===== src/logic/ees_pkg.sv =====
// Purpose: Constants for the Ethernet error statistics counter bank
// Assumes: 32-bit AXI4-Lite register access, one word per counter
// Notes: Offsets are byte addresses
package ees_pkg;
    localparam int ees_counter_count = 9;
    localparam int ees_addr_width = 6;
    // Register byte offsets
    localparam logic [5:0] ees_alignment_errors_off = 6'h00;
    localparam logic [5:0] ees_deferred_tx_frames_off = 6'h04;
    localparam logic [5:0] ees_late_collisions_off = 6'h08;
    localparam logic [5:0] ees_excess_collision_frames_off = 6'h0c;
    localparam logic [5:0] ees_tx_underrun_frames_off = 6'h10;
    localparam logic [5:0] ees_carrier_sense_errors_off = 6'h14;
    localparam logic [5:0] ees_rx_resource_errors_off = 6'h18;
    localparam logic [5:0] ees_rx_overrun_frames_off = 6'h1c;
    localparam logic [5:0] ees_rx_symbol_errors_off = 6'h20;
    localparam logic [5:0] ees_control_off = 6'h24;
    // Counter indices (offset divided by four)
    localparam int ees_idx_align = 0;
    localparam int ees_idx_defer = 1;
    localparam int ees_idx_late = 2;
    localparam int ees_idx_excess = 3;
    localparam int ees_idx_under = 4;
    localparam int ees_idx_cse = 5;
    localparam int ees_idx_res = 6;
    localparam int ees_idx_ovr = 7;
    localparam int ees_idx_sym = 8;
    // Control register fields and network configuration bits
    localparam int ees_ctl_rx_enable_bit = 3;
    localparam int ees_ctl_write_enable_bit = 7;
    localparam int ees_cfg_big_frame_bit = 8;
    localparam int ees_cfg_full_duplex_bit = 1;
    localparam logic [31:0] ees_control_reset = 32'h0000_0000;
    // Frame length limits in bytes
    localparam logic [10:0] ees_min_frame = 11'h040;
    localparam logic [10:0] ees_max_frame = 11'h5ee;
    localparam logic [10:0] ees_max_big_frame = 11'h600;
    // Counter widths
    localparam int ees_narrow_width = 8;
    localparam int ees_wide_width = 16;
    localparam logic [1:0] ees_resp_okay = 2'h0;
    localparam logic [1:0] ees_resp_slverr = 2'h2;
endpackage : ees_pkg


===== src/logic/ees_stats.sv =====
// Purpose: Error statistics counters of a 10/100 Ethernet MAC
// Assumes: Event strobes from the frame engines are one-cycle pulses, one per frame
// Notes: Counters clear on read and saturate at all ones
// Notes: A software write on a counting edge keeps the written value
`timescale 1ns/1ps
`default_nettype none
module ees_stats
    import ees_pkg::*;
#(
    parameter int narrow_width = ees_narrow_width,
    parameter int wide_width = ees_wide_width
) (
    input wire logic aclk,
    input wire logic aresetn,

    // AXI4-Lite slave
    input wire logic [ees_addr_width-1:0] s_axi_awaddr,
    input wire logic s_axi_awvalid,
    output logic s_axi_awready,
    input wire logic [31:0] s_axi_wdata,
    input wire logic [3:0] s_axi_wstrb,
    input wire logic s_axi_wvalid,
    output logic s_axi_wready,
    output logic [1:0] s_axi_bresp,
    output logic s_axi_bvalid,
    input wire logic s_axi_bready,
    input wire logic [ees_addr_width-1:0] s_axi_araddr,
    input wire logic s_axi_arvalid,
    output logic s_axi_arready,
    output logic [31:0] s_axi_rdata,
    output logic [1:0] s_axi_rresp,
    output logic s_axi_rvalid,
    input wire logic s_axi_rready,

    // Network configuration from the MAC
    input wire logic [31:0] net_config,

    // Transmit frame end: one pulse per frame with its outcome
    input wire logic tx_frame_done,
    input wire logic tx_deferred,
    input wire logic tx_collided,
    input wire logic tx_late_collision,
    input wire logic tx_excess_collisions,
    input wire logic tx_underrun,
    input wire logic tx_carrier_error,

    // Receive frame end: one pulse per frame with its outcome
    input wire logic rx_frame_done,
    input wire logic [10:0] rx_frame_bytes,
    input wire logic rx_odd_bits,
    input wire logic rx_crc_bad,
    input wire logic rx_symbol_seen,
    input wire logic rx_addr_match,
    input wire logic rx_no_buffer,
    input wire logic rx_dma_overrun,

    // Control bits for the MAC
    output logic rx_enable,
    output logic stats_write_enable
);

    // ----------------------------------------------------------------
    // Bus handshake state
    // ----------------------------------------------------------------
    logic aw_held;
    logic w_held;
    logic [ees_addr_width-1:0] aw_addr;
    logic [31:0] w_data;
    logic [3:0] w_strb;
    logic [31:0] control;
    logic [31:0] cnt [ees_counter_count];

    function automatic int unsigned reg_index(input logic [ees_addr_width-1:0] a);
        reg_index = 32'(a[ees_addr_width-1:2]);
    endfunction : reg_index

    function automatic logic is_counter(input logic [ees_addr_width-1:0] a);
        is_counter = (a[1:0] == 2'h0) && (reg_index(a) < ees_counter_count);
    endfunction : is_counter

    function automatic int counter_width(input int i);
        counter_width = (i == ees_idx_defer || i == ees_idx_res) ? wide_width : narrow_width;
    endfunction : counter_width

    wire do_write = aw_held && w_held && !s_axi_bvalid;
    wire do_read = s_axi_arvalid && s_axi_arready;

    // ----------------------------------------------------------------
    // Address decode
    // ----------------------------------------------------------------
    // Unaligned or unmapped addresses answer with an error and no effect
    logic rd_is_counter;
    logic rd_is_control;
    logic wr_is_mapped;

    always_comb begin
        rd_is_counter = is_counter(s_axi_araddr);
        rd_is_control = (s_axi_araddr == ees_control_off);
        wr_is_mapped = is_counter(aw_addr) || (aw_addr == ees_control_off);
    end

    // ----------------------------------------------------------------
    // Write address and data capture, in either order
    // ----------------------------------------------------------------

    always_ff @(posedge aclk) begin
        if (!aresetn) begin
            s_axi_awready <= 1'b1;
            aw_held <= 1'b0;
            aw_addr <= '0;
        end else if (s_axi_awvalid && s_axi_awready) begin
            s_axi_awready <= 1'b0;
            aw_held <= 1'b1;
            aw_addr <= s_axi_awaddr;
        end else if (do_write) begin
            aw_held <= 1'b0;
        end else if (!aw_held && !s_axi_bvalid) begin
            s_axi_awready <= 1'b1;
        end
    end

    always_ff @(posedge aclk) begin
        if (!aresetn) begin
            s_axi_wready <= 1'b1;
            w_held <= 1'b0;
            w_data <= '0;
            w_strb <= '0;
        end else if (s_axi_wvalid && s_axi_wready) begin
            s_axi_wready <= 1'b0;
            w_held <= 1'b1;
            w_data <= s_axi_wdata;
            w_strb <= s_axi_wstrb;
        end else if (do_write) begin
            w_held <= 1'b0;
        end else if (!w_held && !s_axi_bvalid) begin
            s_axi_wready <= 1'b1;
        end
    end

    always_ff @(posedge aclk) begin
        if (!aresetn) begin
            s_axi_bvalid <= 1'b0;
            s_axi_bresp <= ees_resp_okay;
        end else if (do_write) begin
            s_axi_bvalid <= 1'b1;
            s_axi_bresp <= wr_is_mapped ? ees_resp_okay : ees_resp_slverr;
        end else if (s_axi_bvalid && s_axi_bready) begin
            s_axi_bvalid <= 1'b0;
        end
    end

    // ----------------------------------------------------------------
    // Read channel
    // ----------------------------------------------------------------
    always_ff @(posedge aclk) begin
        if (!aresetn) begin
            s_axi_arready <= 1'b1;
            s_axi_rvalid <= 1'b0;
            s_axi_rdata <= '0;
            s_axi_rresp <= ees_resp_okay;
        end else if (do_read) begin
            s_axi_arready <= 1'b0;
            s_axi_rvalid <= 1'b1;
            s_axi_rresp <= ees_resp_okay;
            if (rd_is_counter) begin
                s_axi_rdata <= cnt[reg_index(s_axi_araddr)];
            end else if (rd_is_control) begin
                s_axi_rdata <= control;
            end else begin
                s_axi_rdata <= '0;
                s_axi_rresp <= ees_resp_slverr;
            end
        end else if (s_axi_rvalid && s_axi_rready) begin
            s_axi_rvalid <= 1'b0;
            s_axi_arready <= 1'b1;
        end
    end

    // ----------------------------------------------------------------
    // Control register
    // ----------------------------------------------------------------
    always_ff @(posedge aclk) begin
        if (!aresetn) begin
            control <= ees_control_reset;
        end else if (do_write && aw_addr == ees_control_off) begin
            for (int b = 0; b < 4; b++) begin
                if (w_strb[b]) begin
                    control[b*8 +: 8] <= w_data[b*8 +: 8];
                end
            end
        end
    end

    // ----------------------------------------------------------------
    // Control bits to the MAC, one cycle behind the register
    // ----------------------------------------------------------------
    always_ff @(posedge aclk) begin
        if (!aresetn) begin
            rx_enable <= 1'b0;
            stats_write_enable <= 1'b0;
        end else begin
            rx_enable <= control[ees_ctl_rx_enable_bit];
            stats_write_enable <= control[ees_ctl_write_enable_bit];
        end
    end

    // ----------------------------------------------------------------
    // Frame classification
    // ----------------------------------------------------------------
    logic [10:0] max_len;
    logic rx_len_ok;
    logic rx_take;
    logic tx_take;
    logic tx_clean;
    logic half_duplex;
    logic ev_align;
    logic ev_resource;
    logic ev_overrun;
    logic ev_symbol;
    logic ev_defer;
    logic ev_late;
    logic ev_excess;
    logic ev_underrun;
    logic ev_carrier;
    logic [ees_counter_count-1:0] hit;

    // ----------------------------------------------------------------
    // Receive length window
    // ----------------------------------------------------------------
    // Both limits inclusive; longer frames belong to the jabber and
    // oversize counts, which live outside this bank
    always_comb begin
        max_len = net_config[ees_cfg_big_frame_bit] ? ees_max_big_frame : ees_max_frame;
        rx_len_ok = (rx_frame_bytes >= ees_min_frame) && (rx_frame_bytes <= max_len);
    end

    // ----------------------------------------------------------------
    // Receive outcomes
    // ----------------------------------------------------------------
    // Receive counts freeze while reception is off
    always_comb begin
        rx_take = rx_frame_done && control[ees_ctl_rx_enable_bit];
    end

    always_comb begin
        ev_align = 1'b0;
        ev_resource = 1'b0;
        ev_overrun = 1'b0;
        ev_symbol = 1'b0;
        if (rx_take) begin
            // Bad truncated CRC, or a symbol error, on an odd-bit frame
            ev_align = rx_len_ok && rx_odd_bits && (rx_crc_bad || rx_symbol_seen);
            ev_resource = rx_addr_match && rx_no_buffer;
            ev_overrun = rx_addr_match && rx_dma_overrun;
            ev_symbol = rx_symbol_seen;
        end
    end

    // ----------------------------------------------------------------
    // Transmit outcomes
    // ----------------------------------------------------------------
    always_comb begin
        tx_take = tx_frame_done;
        // An underrun frame is charged to the underrun count only
        tx_clean = tx_frame_done && !tx_underrun;
        half_duplex = !net_config[ees_cfg_full_duplex_bit];
    end

    always_comb begin
        ev_defer = 1'b0;
        ev_late = 1'b0;
        ev_excess = 1'b0;
        ev_underrun = 1'b0;
        ev_carrier = 1'b0;
        if (tx_take && tx_underrun) begin
            ev_underrun = 1'b1;
        end
        if (tx_clean) begin
            ev_defer = tx_deferred && !tx_collided;
            // Late collision also counted by the ordinary collision bank
            ev_late = tx_late_collision;
            ev_excess = tx_excess_collisions;
            // Counted on its own, other outcomes unchanged
            ev_carrier = tx_carrier_error && !tx_collided && half_duplex;
        end
    end

    // ----------------------------------------------------------------
    // Event vector, one bit per counter slot
    // ----------------------------------------------------------------
    always_comb begin
        hit = '0;
        hit[ees_idx_align] = ev_align;
        hit[ees_idx_defer] = ev_defer;
        hit[ees_idx_late] = ev_late;
        hit[ees_idx_excess] = ev_excess;
        hit[ees_idx_under] = ev_underrun;
        hit[ees_idx_cse] = ev_carrier;
        hit[ees_idx_res] = ev_resource;
        hit[ees_idx_ovr] = ev_overrun;
        hit[ees_idx_sym] = ev_symbol;
    end

    // ----------------------------------------------------------------
    // Counters: write, clear on read, saturating increment
    // ----------------------------------------------------------------
    // Priority per slot: software write, then read clear, then event.
    // A write on a counting edge drops that one event, the price of
    // letting software preset a count.
    for (genvar i = 0; i < ees_counter_count; i++) begin : g_cnt
        localparam int cw = counter_width(i);
        localparam logic [31:0] cmax = 32'((64'h1 << cw) - 64'h1);
        logic rd_hit;
        logic wr_hit;
        logic at_max;

        always_comb begin
            rd_hit = do_read && rd_is_counter && reg_index(s_axi_araddr) == i;
        end

        // Counter writes are ignored unless software unlocked them
        always_comb begin
            wr_hit = do_write && is_counter(aw_addr) && reg_index(aw_addr) == i
                && control[ees_ctl_write_enable_bit];
        end

        // Sticks at all ones rather than wrapping back to zero
        always_comb begin
            at_max = (cnt[i] == cmax);
        end

        always_ff @(posedge aclk) begin
            if (!aresetn) begin
                cnt[i] <= '0;
            end else if (wr_hit) begin
                cnt[i] <= w_data & cmax;
            end else if (rd_hit) begin
                // Increment racing the read survives as a count of one
                cnt[i] <= hit[i] ? 32'h0000_0001 : 32'h0000_0000;
            end else if (hit[i] && !at_max) begin
                cnt[i] <= cnt[i] + 32'h0000_0001;
            end
        end
    end

endmodule : ees_stats
`default_nettype wire


===== config.mk =====
export PLATFORM = sky130hd
export DESIGN_NAME = ees_stats
export DESIGN_NICKNAME = d
export VERILOG_FILES = /design/src/logic/ees_pkg.sv /design/src/logic/ees_stats.sv
export SDC_FILE = /design/constraint.sdc
export NUM_CORES = 1
export LEC_CHECK = 0
export ABC_CLOCK_PERIOD_IN_PS = 4100
export BUFFER_PORTS_ARGS = -buffer_cell sky130_fd_sc_hd__buf_2
export CAP_MARGIN = 0
export CORE_MARGIN = 5
export CORE_UTILIZATION = 45
export DETAILED_ROUTE_END_ITERATION = 10
export PLACE_DENSITY_LB_ADDON = 0.25
export SLEW_MARGIN = 30
export SYNTH_ARGS = -nofsm -noshare
export SYNTH_HDL_FRONTEND = slang
export SYNTH_SLANG_ARGS = --single-unit

===== constraint.sdc =====
create_clock -name aclk -period 4.1 [get_ports aclk]
set_clock_uncertainty 0.15 [all_clocks]
set_input_delay 0.615 -clock aclk [delete_from_list [all_inputs] [get_ports aclk]]
set_output_delay 0.615 -clock aclk [all_outputs]
set_load 0.01 [all_outputs]

# Yosys cells after proc, flatten, opt, wreduce, memory -nomap -nowiden
# Memory sizes are Yosys's and may differ from the RTL's.
# Cells that the tools add are included.
# totals
regBits,119
ramBits,288
output_inout_bits,43
word_cells,358
input_bits,112
n_memories,1
# memory_table
name,depth,word_bits,read_ports,rd_clocked_by_memory_dff,write_ports,line_no,text
cnt,9,32,10,0,9,ees_stats.sv:71,logic [31:0] cnt [ees_counter_count];
# op_classes
n_bitwise,27
n_reduce_logical,94
muxes,175
eq_ne,29
magnitude_cmp,4
addsub,9
# ops
op,n
32-bit 2-to-1 mux,29
"32-bit by 1-bit adder with 32-bit output, second input constant",9
"32-bit by 8-bit equality test with 1-bit output, second input constant",7
1-bit 2-to-1 mux,142
"32-bit by 16-bit equality test with 1-bit output, second input constant",2
1-bit logical AND,61
"4-bit by 3-bit equality test with 1-bit output, second input constant",8
1-bit bitwise OR,27
"4-bit by 2-bit equality test with 1-bit output, second input constant",4
1-bit logical NOT,15
"6-bit equality test, second input constant",2
2-bit AND reduction,6
2-bit nonzero test,6
"11-bit by 7-bit greater-or-equal comparator with 1-bit output, second input constant",1
11-bit less-or-equal comparator,1
10-bit 2-to-1 mux,1
"4-bit by 1-bit equality test with 1-bit output, second input constant",2
"4-bit equality test, second input constant",2
4-bit logical NOT,2
"4-bit < comparator, second input constant",2
2-bit 2-to-1 mux,3
2-bit logical NOT,2
"2-bit by 1-bit inequality test with 1-bit output, second input constant",2
1-bit logical OR,2

# Longest topological paths before layout
# depth
word_depth,13
ltp_mapped,9
mapped_depth_nobuf,8

# Worst setup path before layout
# No wires, ideal clock.
# synth_timing
kind,reg-to-reg
from,memory cnt[6][0]
to,"memory cnt[6][0], enable pin"
synth_period_minus_slack_ns,3.588
path_buffers,1
setup_ns,0.655
path_slack_ns,0.512
required_ns,3.295
arrival_ns,2.783
path_stages_with_launch,7
cell_sequence,edfxtp_1 > ha_1 > nand4_1 > or4_1 > o21ai_1 > clkbuf_1 > o2111ai_1
# synth_lines
item,line_no
start: declaration,ees_stats.sv:71

==> impl_metrics.env <==
export IMPL_grt_setup_unrepaired="false"
export IMPL_drt_wl_total_mm=72.5
export IMPL_drv_cap=0
export IMPL_cellPowerDensity_nw_per_um2=386
export IMPL_synth_top_family_by_area="simple AND/OR/NAND/NOR gates"
export IMPL_start_util_pct=45.4
export IMPL_asyncSetResetFlopFracSynth_pct=0
export IMPL_maxSlewHeadroom_pct=34.8
export IMPL_synthesis_instances=2398
export IMPL_outcome="complete, no violations"
export IMPL_grt_pass1_wl_mm=109
export IMPL_worstMarginPinSlew_ns=0.976
export IMPL_synthesized_area_um2=23200
export IMPL_r2r_worst_path_cells=6
export IMPL_power_leakage_nw=8.68
export IMPL_synth_top_area_share_pct=37.2
export IMPL_cp_end_kind="flop"
export IMPL_timing_critical_path_from_type="flop"
export IMPL_worst_setup_hold_path_clk_slew_ns=0.06
export IMPL_n_antenna_cell=0
export IMPL_post_cts_setup_buffer_count=0
export IMPL_post_cts_resized=0
export IMPL_antenna_violating_nets_post_route=0
export IMPL_layout_cells_non_filler=3195
export IMPL_design_die_area_um2=56200
export IMPL_port_buffers=122
export IMPL_post_route_cells_drive_above_1_share_pct=13.4
export IMPL_final_net_count=2607
export IMPL_fin_util_pct=51.0
export IMPL_synth_xor_xnor_area_share_pct=10.1
export IMPL_detail_route_iter0_violations=2222
export IMPL_via_count_of_the_first_global_routing_pass=17832
export IMPL_post_synth_cell_area_avg_um2=9.68
export IMPL_root_buffer_selected_by_cts="clkbuf_16"
export IMPL_yosys_mux_area_fraction_pct=6.38
export IMPL_r2r_slack_ns=1.03
export IMPL_timing_critical_path_arrival_ns=3.18
export IMPL_detailroute_via_count=19252
export IMPL_design_power_total_mw=10.1
export IMPL_peakVddDrop_uv=322
export IMPL_postSynthRegisterBits=405
export IMPL_io_pins=155
export IMPL_grt_start_max_net_pins=74
export IMPL_placed_cells=3110
export IMPL_yosys_area_share_simple_pct=23.8
export IMPL_die_y_um=237
export IMPL_hp_start="s_axi_wdata[11]"
export IMPL_slew_violations=0
export IMPL_layout_cells_most_common_list="nand2_1, edfxtp_1, nor2_1"
export IMPL_grt_antenna_before_repair=0
export IMPL_synth_enable_flop_cells=288
export IMPL_synth_area_top_cells="edfxtp_1, dfxtp_1, mux4_2"
export IMPL_final_min_period_over_clock_period_pct=75.0
export IMPL_dieWidth_um=237
export IMPL_post_cts_hold_buffer_count=0
export IMPL_grt_overflow=0
export IMPL_r2r_end="cnt[3][22]"
export IMPL_cts_made_buffers=46
export IMPL_route_detailed_drc=0
export IMPL_h_tree_depth=2
export IMPL_critical_path_reg2reg_startpoint="aw_addr[5]"
export IMPL_min_period_ns=3.07
export IMPL_whs_endpoint="w_data[11]"
export IMPL_hold_violations=0
export IMPL_ys_warnings_count=0
export IMPL_worst_hold_path_type="in2reg"
export IMPL_synth_yosys_seq_area_share_pct=47.3
export IMPL_area_growth_pct=12.5
export IMPL_clock_insertion_delay_worst_skew_ns=0.60
export IMPL_setup_violations=0
export IMPL_max_fclk_mhz=325
export IMPL_core_area_um2=51200
export IMPL_synth_adder_area_share_pct=0.916
export IMPL_row_count=83
export IMPL_gpl_final_weighted_congestion=0.973
export IMPL_setup_tns_final_ns=0
export IMPL_dp_hpwl_mm=53.5
export IMPL_post_drt_wl_per_cell_um=22.7
export IMPL_tritoncts="done"
export IMPL_route_detailed_vias_per_inst=6.03
export IMPL_clock_path_buffers=3
export IMPL_globalRouteTotalUtil_pct=24.8
export IMPL_detail_route_first_pass_iterations=6
export IMPL_netlist_cell_type_count=67
export IMPL_hold_path_depth=3
export IMPL_layout_cells_most_common="nand2_1"
export IMPL_cts_sink_count=405
export IMPL_synth_largest_area_cell="edfxtp_1"
export IMPL_synth_flop_cell="edfxtp_1"
export IMPL_critPathRequiredTime_ns=4.21
export IMPL_critical_path_class="reg2reg"
export IMPL_synth_compound_gate_area_share_pct=8.46
export IMPL_critical_path_peak_fanout=12
==> metrics by stage <==
step	hold slack (ns)	setup WS [ns]	instance area (µm²)
detailed placement	0.298	0.792	24500
finish	0.107	1.03	26100
global route	0.0816	0.904	26100
floorplan	0.287	0.512	23200
CTS	0.0713	1.10	26100
global placement	0.293	0.706	24500
==> cell usage after synthesis (6+ instances only) <==
cell type	number
buf_2	20
nand3_1	145
buf_1	6
a21oi_1	121
and3_1	48
a2111oi_0	32
inv_1	32
nor2_1	282
o21ai_1	9
nor4_1	67
xor2_1	161
and2_1	14
nand2_1	331
or3_1	9
nand4_1	63
o21ai_0	116
edfxtp_1	288
clkbuf_1	101
nor3_1	48
nand2b_1	8
dfxtp_1	117
o21a_1	33
xnor2_1	106
ha_1	17
nor2b_1	42
and4_1	35
mux4_2	64
==> registers in the layout, summed over array words and instances (netlist names), 4 cells and up <==
signal,cells
cnt,288
control,32
s_axi_rdata,32
w_data,32
aw_addr,6
w_strb,4
==> final cells by class <==
| cell class | count | area [µm²] |
|---|---|---|
| clock buffer | 63 | 1310 |
| clock inverter | 22 | 270 |
| fill | 4626 | 25100 |
| inverter | 32 | 120 |
| multi-input combinational | 1825 | 11600 |
| sequential | 405 | 11000 |
| tap | 680 | 851 |
| timing repair buffer | 168 | 1010 |
==> kinds of logic (layout without fill, tap and decap cells) <==
logic type | after synthesis | after routing
buffers and inverters | 169 | 285
flip-flops | 405 | 405
AND/OR/NAND/NOR | 1135 | 1135
adder cells (fa/ha/maj) | 17 | 17
XOR/XNOR | 267 | 267
other | 1 | 2
multiplexers | 68 | 68
AO/OA/AOI/OAI | 336 | 336
==> worst max-delay path, stage by stage, from the launching register on <==
cell and delay (ns):
dfxtp_1 0.43, or4b_4 0.59, nor3_2 0.34, nand2_1 0.15, nand3_1 0.19, nand2b_1 0.53, buf_4 0.33
==> report_power, final <==
group | total [mW] | internal [mW] | leakage (nW) | switching (mW)
logic | 0.845 | 0.357 | 3.94 | 0.487
registers | 4.89 | 4.57 | 3.96 | 0.319
clock network | 4.34 | 2.57 | 0.782 | 1.78
==> layer usage <==
layer | GRT usage, % | share of wire, % | vias to the layer above
li1 | - | - | 8861
met4 | 9.17 | 4.0 | 0
met3 | 4.58 | 8.8 | 134
met5 | 0 | 0 | -
met2 | 37.7 | 45 | 865
met1 | 35.5 | 42 | 9392
==> worst max path at each step <==
stage               depth (start not counted)               to             from
finish                                      6       cnt[3][22]       aw_addr[5]
global route                                6       cnt[3][22]       aw_addr[5]
detailed placement                          6  s_axi_rdata[26]  s_axi_araddr[3]
floorplan                                   6        cnt[6][0]        cnt[6][0]
CTS                                         6       cnt[3][30]       aw_addr[5]
global placement                            6        cnt[5][4]  s_axi_araddr[2]
Power figures use the tool's default switching activity.
